==> config.mk <==
export PLATFORM = sky130hd
export DESIGN_NAME = sra_slave
export DESIGN_NICKNAME = d
export VERILOG_FILES = /design/src/sra_pkg.sv /design/src/sra_slave.sv
export SDC_FILE = /design/constraint.sdc
export NUM_CORES = 2
export LEC_CHECK = 0
export CELL_PAD_IN_SITES_DETAIL_PLACEMENT = 0
export CELL_PAD_IN_SITES_GLOBAL_PLACEMENT = 1
export CORE_MARGIN = 2
export CORE_UTILIZATION = 56
export CTS_CLUSTER_SIZE = 12
export DETAILED_ROUTE_END_ITERATION = 7
export DONT_BUFFER_PORTS = 1
export HOLD_SLACK_MARGIN = 0.15
export PLACE_DENSITY_LB_ADDON = 0.08
export SYNTH_ARGS = -nofsm -noshare
export SYNTH_HDL_FRONTEND = slang
export SYNTH_HIERARCHICAL = 1
export SYNTH_SLANG_ARGS = --single-unit
==> constraint.sdc <==
create_clock -name core_clk_i -period 5.6 [get_ports core_clk_i]
set_clock_uncertainty 0.15 [all_clocks]
set_input_delay 0.56 -clock core_clk_i [delete_from_list [all_inputs] [get_ports core_clk_i]]
set_output_delay 0.56 -clock core_clk_i [all_outputs]
set_load 0.02 [all_outputs]
==> src/sra_pkg.sv <==
// Constants for the serial register access slave.
// Assumes one core clock domain; serial pins are sampled asynchronously.
package sra_pkg;
  localparam logic [7:0] CMD_READ       = 8'h0B;
  localparam logic [7:0] CMD_WRITE      = 8'h02;
  localparam logic [1:0] DIR_DEC        = 2'b10;
  localparam logic [1:0] DIR_STATIC     = 2'b11;
  localparam int         ADDR_W         = 14;
  localparam int         DIR_MSB        = 7;
  localparam int         DIR_LSB        = 6;
  localparam int         DATA_W         = 32;
  localparam int         SIZE_W         = 2;
  localparam int         WORD_W         = ADDR_W + SIZE_W + DATA_W;
  localparam int         FIFO_DEPTH     = 32;
  localparam logic [2:0] BIT_LAST       = 3'h7;
  localparam logic [2:0] TX_LOAD        = 3'h7;
  localparam int         RD_LAT         = 2;

  typedef enum logic [2:0] {
    ST_IDLE,
    ST_CMD,
    ST_ADDR,
    ST_DUMMY,
    ST_RDATA,
    ST_WDATA,
    ST_WAKE,
    ST_SKIP
  } sra_state_e;
endpackage

==> src/sra_slave.sv <==
// Serial register access slave with a write commit FIFO.
// Assumes the serial pins are asynchronous to core_clk_i and the serial clock is well below core rate.
`timescale 1ns/1ns
`default_nettype none

module sra_fifo #(
  parameter int W     = 8,
  parameter int DEPTH = 32
) (
  input  wire logic         clk_i,
  input  wire logic         nrst_i,
  input  wire logic         in_valid_i,
  output logic              in_ready_o,
  input  wire logic [W-1:0] in_data_i,
  output logic              out_valid_o,
  input  wire logic         out_ready_i,
  output logic [W-1:0]      out_data_o
);
  localparam int AW = $clog2(DEPTH);
  logic [W-1:0]  mem_ff [DEPTH];
  logic [AW-1:0] wr_ptr_ff;
  logic [AW-1:0] rd_ptr_ff;
  logic [AW:0]   cnt_ff;
  logic          out_valid_ff;
  logic [W-1:0]  out_data_ff;
  logic          push;
  logic          pop;
  assign push        = in_valid_i && in_ready_o;
  assign pop         = (cnt_ff != '0) && (!out_valid_ff || out_ready_i);
  assign in_ready_o  = ((cnt_ff + (AW+1)'(out_valid_ff)) != (AW+1)'(DEPTH));
  assign out_valid_o = out_valid_ff;
  assign out_data_o  = out_data_ff;
  always_ff @(posedge clk_i) begin
    if (push) begin
      mem_ff[wr_ptr_ff] <= in_data_i;
    end
    if (pop) out_data_ff <= mem_ff[rd_ptr_ff];
  end

  always_ff @(posedge clk_i) begin
    if (!nrst_i) begin
      wr_ptr_ff    <= '0;
      rd_ptr_ff    <= '0;
      cnt_ff       <= '0;
      out_valid_ff <= 1'b0;
    end else begin
      out_valid_ff <= pop || (out_valid_ff && !out_ready_i);
      if (push) begin
        wr_ptr_ff <= (wr_ptr_ff == AW'(DEPTH - 1)) ? '0 : wr_ptr_ff + 1'b1;
      end
      if (pop) begin
        rd_ptr_ff <= (rd_ptr_ff == AW'(DEPTH - 1)) ? '0 : rd_ptr_ff + 1'b1;
      end
      if (push && !pop) begin
        cnt_ff <= cnt_ff + 1'b1;
      end else if (pop && !push) begin
        cnt_ff <= cnt_ff - 1'b1;
      end
    end
  end
endmodule // sra_fifo

module sra_slave (
  input  wire logic                           core_clk_i,
  input  wire logic                           nrst_i,
  input  wire logic                           init_done_i,
  input  wire logic                           wake_busy_i,
  input  wire logic                           sleep_allow_i,
  input  wire logic                           sclk_i,
  input  wire logic                           cs_n_i,
  input  wire logic                           serial_data_in_i,
  output logic                                sdo_o,
  output logic                                sdo_oe_n_o,
  output logic                                rd_req_o,
  output logic [sra_pkg::ADDR_W-1:0]          rd_addr_o,
  input  wire logic [7:0]                     rd_data_i,
  output logic [sra_pkg::ADDR_W-1:0]          cur_addr_o,
  input  wire logic [sra_pkg::SIZE_W-1:0]     reg_bytes_i,
  output logic                                wr_valid_o,
  input  wire logic                           wr_ready_i,
  output logic [sra_pkg::ADDR_W-1:0]          wr_addr_o,
  output logic [sra_pkg::SIZE_W-1:0]          wr_size_o,
  output logic [sra_pkg::DATA_W-1:0]          wr_data_o,
  output logic                                wr_overrun_o,
  output logic                                stay_awake_o
);
  import sra_pkg::*;

  logic [2:0]         sclk_sync_ff;
  logic [2:0]         cs_sync_ff;
  logic [1:0]         sdi_sync_ff;
  logic               armed_ff;
  sra_state_e         state_ff;
  logic [2:0]         bit_cnt_ff;
  logic [6:0]         shift_ff;
  logic               addr_lo_ff;
  logic               is_read_ff;
  logic [7:0]         addr_hi_ff;
  logic [1:0]         dir_ff;
  logic [ADDR_W-1:0]  addr_ff;
  logic               rd_req_ff;
  logic [ADDR_W-1:0]  rd_addr_ff;
  logic [RD_LAT-1:0]  rd_pend_ff;
  logic [7:0]         rd_buf_ff;
  logic [7:0]         tx_ff;
  logic [2:0]         tx_cnt_ff;
  logic               sdo_ff;
  logic               oe_n_ff;
  logic [SIZE_W-1:0]  wr_cnt_ff;
  logic [SIZE_W-1:0]  wr_size_ff;
  logic [ADDR_W-1:0]  wr_start_ff;
  logic [DATA_W-1:0]  wr_buf_ff;
  logic [WORD_W-1:0]  commit_ff;
  logic               commit_pend_ff;
  logic               overrun_ff;
  logic               awake_ff;
  logic               fifo_ready;
  logic [WORD_W-1:0]  fifo_out;
  logic               fifo_valid;

  logic               cs_hi;
  logic               cs_rise;
  logic               cs_fall;
  logic               rise;
  logic               fall;
  logic               live;
  logic               byte_done;
  logic [7:0]         byte_in;
  logic               ld_next;
  logic               wr_byte;
  logic [SIZE_W-1:0]  cur_size;
  logic               wr_last;
  logic [DATA_W-1:0]  nxt_wr_buf;

  function automatic logic [ADDR_W-1:0] step_addr(input logic [ADDR_W-1:0] a, input logic [1:0] d);
    unique case (d)
      DIR_DEC:    step_addr = a - 1'b1;
      DIR_STATIC: step_addr = a;
      default:    step_addr = a + 1'b1; // 00b and reserved 01b both increment
    endcase
  endfunction

  // Only the second stage is read; the third is its delayed copy for edges
  always_ff @(posedge core_clk_i) begin
    if (!nrst_i) begin
      sclk_sync_ff <= '0;
      cs_sync_ff   <= 3'h7;
      sdi_sync_ff  <= '0;
    end else begin
      sclk_sync_ff <= {sclk_sync_ff[1:0], sclk_i};
      cs_sync_ff   <= {cs_sync_ff[1:0], cs_n_i};
      sdi_sync_ff  <= {sdi_sync_ff[0], serial_data_in_i};
    end
  end

  assign cs_hi     = cs_sync_ff[1];
  assign cs_rise   = cs_sync_ff[1] && !cs_sync_ff[2];
  assign cs_fall   = !cs_sync_ff[1] && cs_sync_ff[2];
  assign rise      = sclk_sync_ff[1] && !sclk_sync_ff[2];
  assign fall      = !sclk_sync_ff[1] && sclk_sync_ff[2];
  assign live      = armed_ff && !cs_hi;
  assign byte_done = live && rise && (bit_cnt_ff == BIT_LAST);
  assign byte_in   = {shift_ff, sdi_sync_ff[1]}; // Msb first
  assign ld_next   = live && fall && (state_ff == ST_RDATA) && (tx_cnt_ff == '0);
  assign wr_byte   = byte_done && (state_ff == ST_WDATA);
  assign cur_size  = (wr_cnt_ff == '0) ? reg_bytes_i : wr_size_ff;
  assign wr_last   = (wr_cnt_ff == cur_size);

  always_comb begin
    nxt_wr_buf = wr_buf_ff;
    nxt_wr_buf[8*wr_cnt_ff +: 8] = byte_in;
  end

  // Arming needs a select rising edge after init, so a frame in progress is skipped
  always_ff @(posedge core_clk_i) begin
    if (!nrst_i || !init_done_i) begin
      armed_ff <= 1'b0;
    end else if (cs_rise) begin
      armed_ff <= 1'b1;
    end
  end

  always_ff @(posedge core_clk_i) begin
    if (!nrst_i || !armed_ff || cs_hi) begin
      state_ff   <= ST_IDLE;
      bit_cnt_ff <= '0;
      addr_lo_ff <= 1'b0;
    end else if (wake_busy_i || state_ff == ST_WAKE) begin
      state_ff <= ST_WAKE; // Held until select high
    end else begin
      if (rise) begin
        shift_ff   <= byte_in[6:0];
        bit_cnt_ff <= bit_cnt_ff + 1'b1;
      end
      unique case (state_ff)
        ST_IDLE: state_ff <= ST_CMD;
        ST_CMD: begin
          if (byte_done) begin
            is_read_ff <= (byte_in == CMD_READ);
            state_ff   <= (byte_in == CMD_READ || byte_in == CMD_WRITE) ? ST_ADDR : ST_SKIP;
          end
        end
        ST_ADDR: begin
          if (byte_done) begin
            addr_lo_ff <= 1'b1;
            if (!addr_lo_ff) begin
              addr_hi_ff <= byte_in; // High byte first
            end else begin
              dir_ff   <= addr_hi_ff[DIR_MSB:DIR_LSB];
              addr_ff  <= ADDR_W'({addr_hi_ff, byte_in});
              state_ff <= is_read_ff ? ST_DUMMY : ST_WDATA; // No dummy on writes
            end
          end
        end
        ST_DUMMY: if (byte_done) state_ff <= ST_RDATA; // Dummy content ignored
        ST_WDATA: if (byte_done) addr_ff <= step_addr(addr_ff, dir_ff);
        ST_RDATA: if (ld_next) addr_ff <= step_addr(addr_ff, dir_ff);
        ST_SKIP, ST_WAKE: state_ff <= state_ff;
      endcase
    end
  end

  // Read fetch: requested at the end of the dummy byte and at each byte load
  always_ff @(posedge core_clk_i) begin
    if (!nrst_i) begin
      rd_req_ff  <= 1'b0;
      rd_addr_ff <= '0;
      rd_pend_ff <= '0;
      rd_buf_ff  <= '0;
    end else begin
      rd_req_ff  <= 1'b0;
      rd_pend_ff <= {rd_pend_ff[RD_LAT-2:0], 1'b0};
      if (byte_done && state_ff == ST_DUMMY && !wake_busy_i) begin
        rd_req_ff     <= 1'b1;
        rd_addr_ff    <= addr_ff;
        rd_pend_ff[0] <= 1'b1;
      end else if (ld_next && !wake_busy_i) begin
        rd_req_ff     <= 1'b1; // Next byte prefetched while this one shifts
        rd_addr_ff    <= step_addr(addr_ff, dir_ff);
        rd_pend_ff[0] <= 1'b1;
      end
      if (rd_pend_ff[RD_LAT-1]) begin
        rd_buf_ff <= rd_data_i;
      end
    end
  end

  always_ff @(posedge core_clk_i) begin
    if (!nrst_i || !live) begin
      sdo_ff    <= 1'b0;
      oe_n_ff   <= 1'b1; // Released while select high
      tx_ff     <= '0;
      tx_cnt_ff <= '0;
    end else if (state_ff == ST_WAKE || wake_busy_i) begin
      sdo_ff  <= 1'b0;
      oe_n_ff <= 1'b0;
    end else if (ld_next) begin
      sdo_ff    <= rd_buf_ff[7];
      oe_n_ff   <= 1'b0;
      tx_ff     <= {rd_buf_ff[6:0], 1'b0};
      tx_cnt_ff <= TX_LOAD;
    end else if (fall && state_ff == ST_RDATA) begin
      sdo_ff    <= tx_ff[7];
      tx_ff     <= {tx_ff[6:0], 1'b0};
      tx_cnt_ff <= tx_cnt_ff - 1'b1;
    end
  end

  // Bytes collect until the register width is reached; a short frame leaves nothing behind
  always_ff @(posedge core_clk_i) begin
    if (!nrst_i || !live) begin
      wr_cnt_ff <= '0; // Partial write discarded
    end else if (wr_byte && !wake_busy_i) begin
      if (wr_cnt_ff == '0) begin
        wr_size_ff  <= reg_bytes_i;
        wr_start_ff <= addr_ff;
      end
      wr_buf_ff <= nxt_wr_buf;
      wr_cnt_ff <= wr_last ? '0 : wr_cnt_ff + 1'b1;
    end
  end

  // A commit that finds the previous one still waiting overwrites it and flags overrun
  always_ff @(posedge core_clk_i) begin
    if (!nrst_i) begin
      commit_ff      <= '0;
      commit_pend_ff <= 1'b0;
      overrun_ff     <= 1'b0;
    end else begin
      if (commit_pend_ff && fifo_ready) begin
        commit_pend_ff <= 1'b0;
      end
      if (live && wr_byte && !wake_busy_i && wr_last) begin
        commit_ff      <= {(wr_cnt_ff == '0) ? addr_ff : wr_start_ff, cur_size, nxt_wr_buf};
        commit_pend_ff <= 1'b1;
        if (commit_pend_ff && !fifo_ready) begin
          overrun_ff <= 1'b1;
        end
      end
    end
  end

  always_ff @(posedge core_clk_i) begin
    if (!nrst_i) begin
      awake_ff <= 1'b0;
    end else if (armed_ff && cs_fall) begin
      awake_ff <= 1'b1; // Set wins over the permit
    end else if (sleep_allow_i) begin
      awake_ff <= 1'b0;
    end
  end

  sra_fifo #(
    .W     (WORD_W),
    .DEPTH (FIFO_DEPTH)
  ) sra_fifo_inst (
    .clk_i       (core_clk_i),
    .nrst_i      (nrst_i),
    .in_valid_i  (commit_pend_ff),
    .in_ready_o  (fifo_ready),
    .in_data_i   (commit_ff),
    .out_valid_o (fifo_valid),
    .out_ready_i (wr_ready_i),
    .out_data_o  (fifo_out)
  );

  assign sdo_o        = sdo_ff;
  assign sdo_oe_n_o   = oe_n_ff;
  assign rd_req_o     = rd_req_ff;
  assign rd_addr_o    = rd_addr_ff;
  assign cur_addr_o   = addr_ff;
  assign wr_valid_o   = fifo_valid;
  assign wr_addr_o    = fifo_out[WORD_W-1 -: ADDR_W];
  assign wr_size_o    = fifo_out[DATA_W +: SIZE_W];
  assign wr_data_o    = fifo_out[DATA_W-1:0];
  assign wr_overrun_o = overrun_ff;
  assign stay_awake_o = awake_ff;
endmodule // sra_slave

`default_nettype wire

Yosys cells after proc, flatten, opt, wreduce, memory -nomap -nowiden --
Memory sizes are Yosys's and may differ from the RTL's. A register that Yosys moved wholly into a read port is not among the register bits. Cells that the tools add are included.
Storage, ports and cells: flip-flop bits (word level) 204, bits in writable memories 1536, logic and storage cells 191, memories 1
Memory list:
- sra_fifo_inst.mem_ff | words 32, width 48, read ports 1, clocked after memory_dff 1, write ports 1, RTL line sra_slave.sv:20 | logic [W-1:0] mem_ff [DEPTH];
Operators by class: bitwise operators 4, reduce and logical (&&, ||, !) cells 75, shift operators 2, add/subtract/negate cells 11, muxes and demuxes 40, equal/unequal tests 25
Operator list (count):
- $mux W14 | 7
- $pmux W14 S3 | 1
- $neg A5 Y34 | 1
- $shift A8 B34 Y32 const A | 1
- $shiftx A8 B34 Y32 | 1
- $bwmux W32 | 1
- $pmux W14 S2 | 1
- $mux W3 | 9
- $logic_and A1 B1 Y1 | 26
- $reduce_and A5 Y1 | 4
- $mux W8 | 2
- $add A14 B1 Y14 const B | 1
- $logic_not A1 Y1 | 14
- $sub A14 B1 Y14 const B | 1
- $eq A3 B3 Y1 const B | 4
- $mux W1 | 12
- $mux W6 | 2
- $ne A2 B2 Y1 const B | 6
- $pmux W3 S4 | 1
- $reduce_bool A2 Y1 | 6
- $add A5 B1 Y5 const B | 2
- $eq A5 B5 Y1 const B | 2
- $mux W5 | 2
- $ne A3 B3 Y1 const B | 3
- other kinds (28) | 47

Depth between registers and ports, before layout --
depth after elaboration 9, gate-level depth with buffers 14, gate-level depth less buffers 12

By module --
The synthesis kept the hierarchy.
Modules (own cells, without submodules):
- sra_fifo | area an instance 60659.4 µm², instances 1, cells each 2729
- sra_slave | area an instance 8147.8 µm², instances 1, cells each 789

Worst setup path after synthesis --
No wires, ideal clock.
kind reg-to-reg, start point register bit_cnt_ff[0], end point register wr_buf_ff[0], enable pin, data required time 4996 ps, clock period less this slack 3946 ps, data arrival time 3343 ps, slack 1654 ps, cell stages (with the launch flop) 7, buffers on the path 1, cells stage by stage dfxtp_1 ha_1 ha_1 nand4b_1 or4_1 clkbuf_1 nor2_1
Between the ends: word-level cells in the longest chain between the ends 5
RTL lines:
- from (decl) | RTL line sra_slave.sv:94 | logic [2:0] bit_cnt_ff;
- from (signal assigned) | RTL line sra_slave.sv:193 | bit_cnt_ff <= bit_cnt_ff + 1'b1;
- $eq A3 B3 Y1 | RTL line sra_slave.sv:162 | assign byte_done = live && rise && (bit_cnt_ff == BIT_LAST);
- $logic_and A1 B1 Y1 | RTL line sra_slave.sv:162
- $logic_and A1 B1 Y1 | RTL line sra_slave.sv:165 | assign wr_byte = byte_done && (state_ff == ST_WDATA);
- $logic_and A1 B1 Y1 | RTL line sra_slave.sv:273 | end else if (wr_byte && !wake_busy_i) begin
- $reduce_and A2 Y1 (no source line)
- to (signal assigned) | RTL line sra_slave.sv:278 | wr_buf_ff <= nxt_wr_buf;
- to (decl) | RTL line sra_slave.sv:112 | logic [DATA_W-1:0] wr_buf_ff;
No other way between the ends. A chain may end at the register's enable or synchronous reset.

Worst setup path after layout --
start point register sra_fifo_inst.out_valid_ff, in the netlist sra_fifo_inst/out_valid_o, end point register sra_fifo_inst.cnt_ff[5]
Between the ends: word-level cells in the longest chain between the ends 6, elaborated cells on any way between the ends 12
RTL lines:
- from (decl) | RTL line sra_slave.sv:24 | logic out_valid_ff;
- from (signal assigned) | RTL line sra_slave.sv:47 | out_valid_ff <= pop || (out_valid_ff && !out_ready_i);
- $add A6 B1 Y6 / $logic_not A1 Y1 (equally long branches) | RTL line sra_slave.sv:30, sra_slave.sv:29
- $ne A6 B6 Y1 / $logic_or A1 B1 Y1 (equally long branches) | RTL line sra_slave.sv:30, sra_slave.sv:29
- $logic_and A1 B1 Y1, on equally long branches | RTL line sra_slave.sv:28, sra_slave.sv:29
- $logic_not A1 Y1, on equally long branches | RTL line sra_slave.sv:56, sra_slave.sv:54
- $logic_and A1 B1 Y1, on equally long branches | RTL line sra_slave.sv:56, sra_slave.sv:54
- $reduce_bool A2 Y1 (no source line) / $mux W6 (equally long branches)
- to (signal assigned) | RTL line sra_slave.sv:55 | cnt_ff <= cnt_ff + 1'b1;
- to (signal assigned) | RTL line sra_slave.sv:57 | cnt_ff <= cnt_ff - 1'b1;
- to (decl) | RTL line sra_slave.sv:23 | logic [AW:0] cnt_ff;
Several ways; a longest one is shown, not always the timed one.

==> metrics.yaml <==
status:
  status: "finished clean"
synthesis:
  synth-edff-count: 1664
  syn_area_per_cell_um2: 19.6
  synthesis.nets: 3562
  netlist_instances: 3518
  postSynth.asyncResetShare: 0
  yosysWarnings: 6
  netlist_area_um2: 68800
  ys_seq_area_frac: 0.762
  synth_cell_types: 74
  ys_ff_latch: 1786
  synth-main-ff-cell: "edfxtp_1"
sta:
  setup_tns_ns: 0
  fmax_mhz: 242
  fin_crit_ns: 4.13
  fin_crit_sh: 0.737
  rsz0062_at_grt: "false"
  final_hold_viol_count: 0
  drv_slew: 0
  finalSetupViolations: 0
  slew_headroom: 0.0624
  worstMarginPinSlew_ns: 1.41
die:
  die_h_um: 355
  initial_core_util: 0.565
  coreArea_um2: 122000
  dieArea_um2: 126000
  die_x_um: 355
  rows: 128
  num_io_pins: 101
layout:
  finalNetCount: 3619
  fin_util: 0.626
  antenna_cells: 0
  fillers: 8394
  area_growth_pct: 10.9
  multiInputGateArea_um2: 15400
  final_cell_mix: "1664 x edfxtp_1, 289 x mux4_2, 253 x mux2i_1"
  regArea_um2: 52400
  final_common_cell: "edfxtp_1"
  drive_above_1_share: 0.180
worst_setup_path:
  regToRegStartpoint: "sra_fifo_inst/out_valid_o$_SDFF_PN0_"
  end_kind: "flip-flop"
  setup.worst_path.start: "sra_fifo_inst/out_valid_o$_SDFF_PN0_"
  crit_type: "flip-flop to flip-flop"
  critPathRequiredTime_ns: 6.16
  crit_fanout: 26
  crit_arrival_ns: 4.68
  cp-start-kind: "flip-flop"
clocking:
  postCtsSetupBuffers: 0
  cts_tree: "done"
  htree_num_levels: 4
  cts_root_buf: "clkbuf_16"
  cts_buffers: 179
  path_clk_slew_ns: 0.06
  cts_max_path_buffers: 3
  cts_resized: 0
  clk_latency_ns: 0.79
  clock_sinks: 1786
global_route:
  track_usage: 0.275
  grt-busiest-layer: "met2"
  grt-ovfl-total: 0
  use_met3: 0.0430
  met2_usage: 0.449
  antenna_found_initial: 2
  grt_max_degree: 90
  grt_pass1_wl_mm: 248
  grt_pass1_vias: 35748
  met1_usage: 0.389
placement:
  gp_congestion: 0.810
  io_buffers: 0
  dp_hpwl_mm: 90.1
hold_path:
  hp-class: "flip-flop to flip-flop"
  min_from: "addr_hi_ff[6]$_DFFE_PP_"
drt:
  dr_total_vias: 35247
  vias_per_cell: 6.62
  wl_per_cell_um: 32.1
  drt_first_pass_iters: 7
  ant_nets: 0
  drt_wl_total_mm: 171
  drc_errors: 0
  detail_route.iter0.violations: 3667
power:
  peakVddDrop_v: 0.000325
  p_leak_nw: 20.1
  power.density_nw_per_um2: 391
flow_run:
  drv_cap: 0
-- layout make-up --
cell class | instances | share of cell area
timing repair buffer | 92 | 0.0113
multi-input combinational | 1466 | 0.201
inverter | 50 | 0.00248
sequential | 1786 | 0.687
clock inverter | 38 | 0.00395
tap | 1625 | 0.0266
clock buffer | 270 | 0.0670
-- cells by family (layout without fill, tap and decap cells) --
group	Yosys count	count (layout)	share of synthesized area
XOR/XNOR	21	21	0.00267
buffers and inverters	266	450	0.0181
adder cells (fa/ha/maj)	25	25	0.00466
AO/OA/AOI/OAI	508	508	0.0519
AND/OR/NAND/NOR	353	353	0.0268
flip-flops	1786	1786	0.762
multiplexers	559	559	0.134
-- flip-flops by register name (all words and copies together) (netlist names), 8 cells and up --
register,count
rd_addr_o,14
addr_hi_ff,8
commit_ff,48
wr_start_ff,14
sra_fifo_inst/out_data_o,48
sra_fifo_inst/mem_ff,1536
cur_addr_o,14
wr_buf_ff,32
rd_buf_ff,8
-- worst max-delay path, stage by stage, from the launching register on --
cell and delay [ns]:
dfxtp_1 0.39, ha_1 0.27, ha_1 0.20, and2_1 0.16, o211ai_1 0.25, o21a_1 0.79, ha_1 0.41, inv_1 0.17
ha_1 0.38, o21ai_0 0.18, or3_1 0.39, nand4_1 0.13, mux2i_1 0.19
-- routing by layer --
metal	vias up	part of all wire
met2	1459	0.49
met5	-	0
met4	0	0.025
met3	257	0.068
met1	18941	0.41
li1	14590	-
-- report_power, final --
part | internal [mW] | switching [mW]
registers | 14.7 | 0.507
clock network | 6.35 | 4.79
logic | 1.38 | 2.14
-- synthesized netlist by cell type, types with 43 or more instances --
cell,n,area [µm²]
o22ai_1,50,313
dfxtp_1,122,2440
edfxtp_1,1664,50000
and3_1,43,269
nor2_1,87,327
mux2i_1,253,2530
mux4_2,289,6510
o221ai_1,49,429
o21ai_0,54,270
a211oi_1,46,345
a22oi_1,135,1010
clkbuf_1,113,424
nand2_1,95,357
a21oi_1,76,380
buf_2,57,285
inv_1,49,184
-- final timing paths --
path | cells past startpoint | end | slack [ns]
min | 0 | dir_ff[0]$_DFFE_PP_ | 0.27
min reg2reg | 0 | dir_ff[0]$_DFFE_PP_ | 0.27
max | 12 | sra_fifo_inst/cnt_ff[5]$_SDFFE_PN0P_ | 1.47
max reg2reg | 12 | sra_fifo_inst/cnt_ff[5]$_SDFFE_PN0P_ | 1.47
-- stage by stage --
stage               std cells  total power [mW]  instance area, µm²  worst slack, ns  hold slack, ns
CTS                      5326              30.1               76300             1.55           0.226
finish                   5327              29.8               76300             1.47           0.267
global placement         4998              19.0               70600             1.62           0.245
global route             5327              30.8               76300             1.27           0.249
detailed placement       4998              19.0               70600             1.57           0.245
floorplan                3518              17.9               68800             1.65           0.236
-- timing repair --
| action | in CTS | in global routing |
|---|---|---|
| hold buffers | 20 | 0 |
| hold endpoints to repair | 87 | 0 |
| endpoints found under the setup margin | 0 | 0 |
No activity file was read; power rests on OpenSTA's default activity.
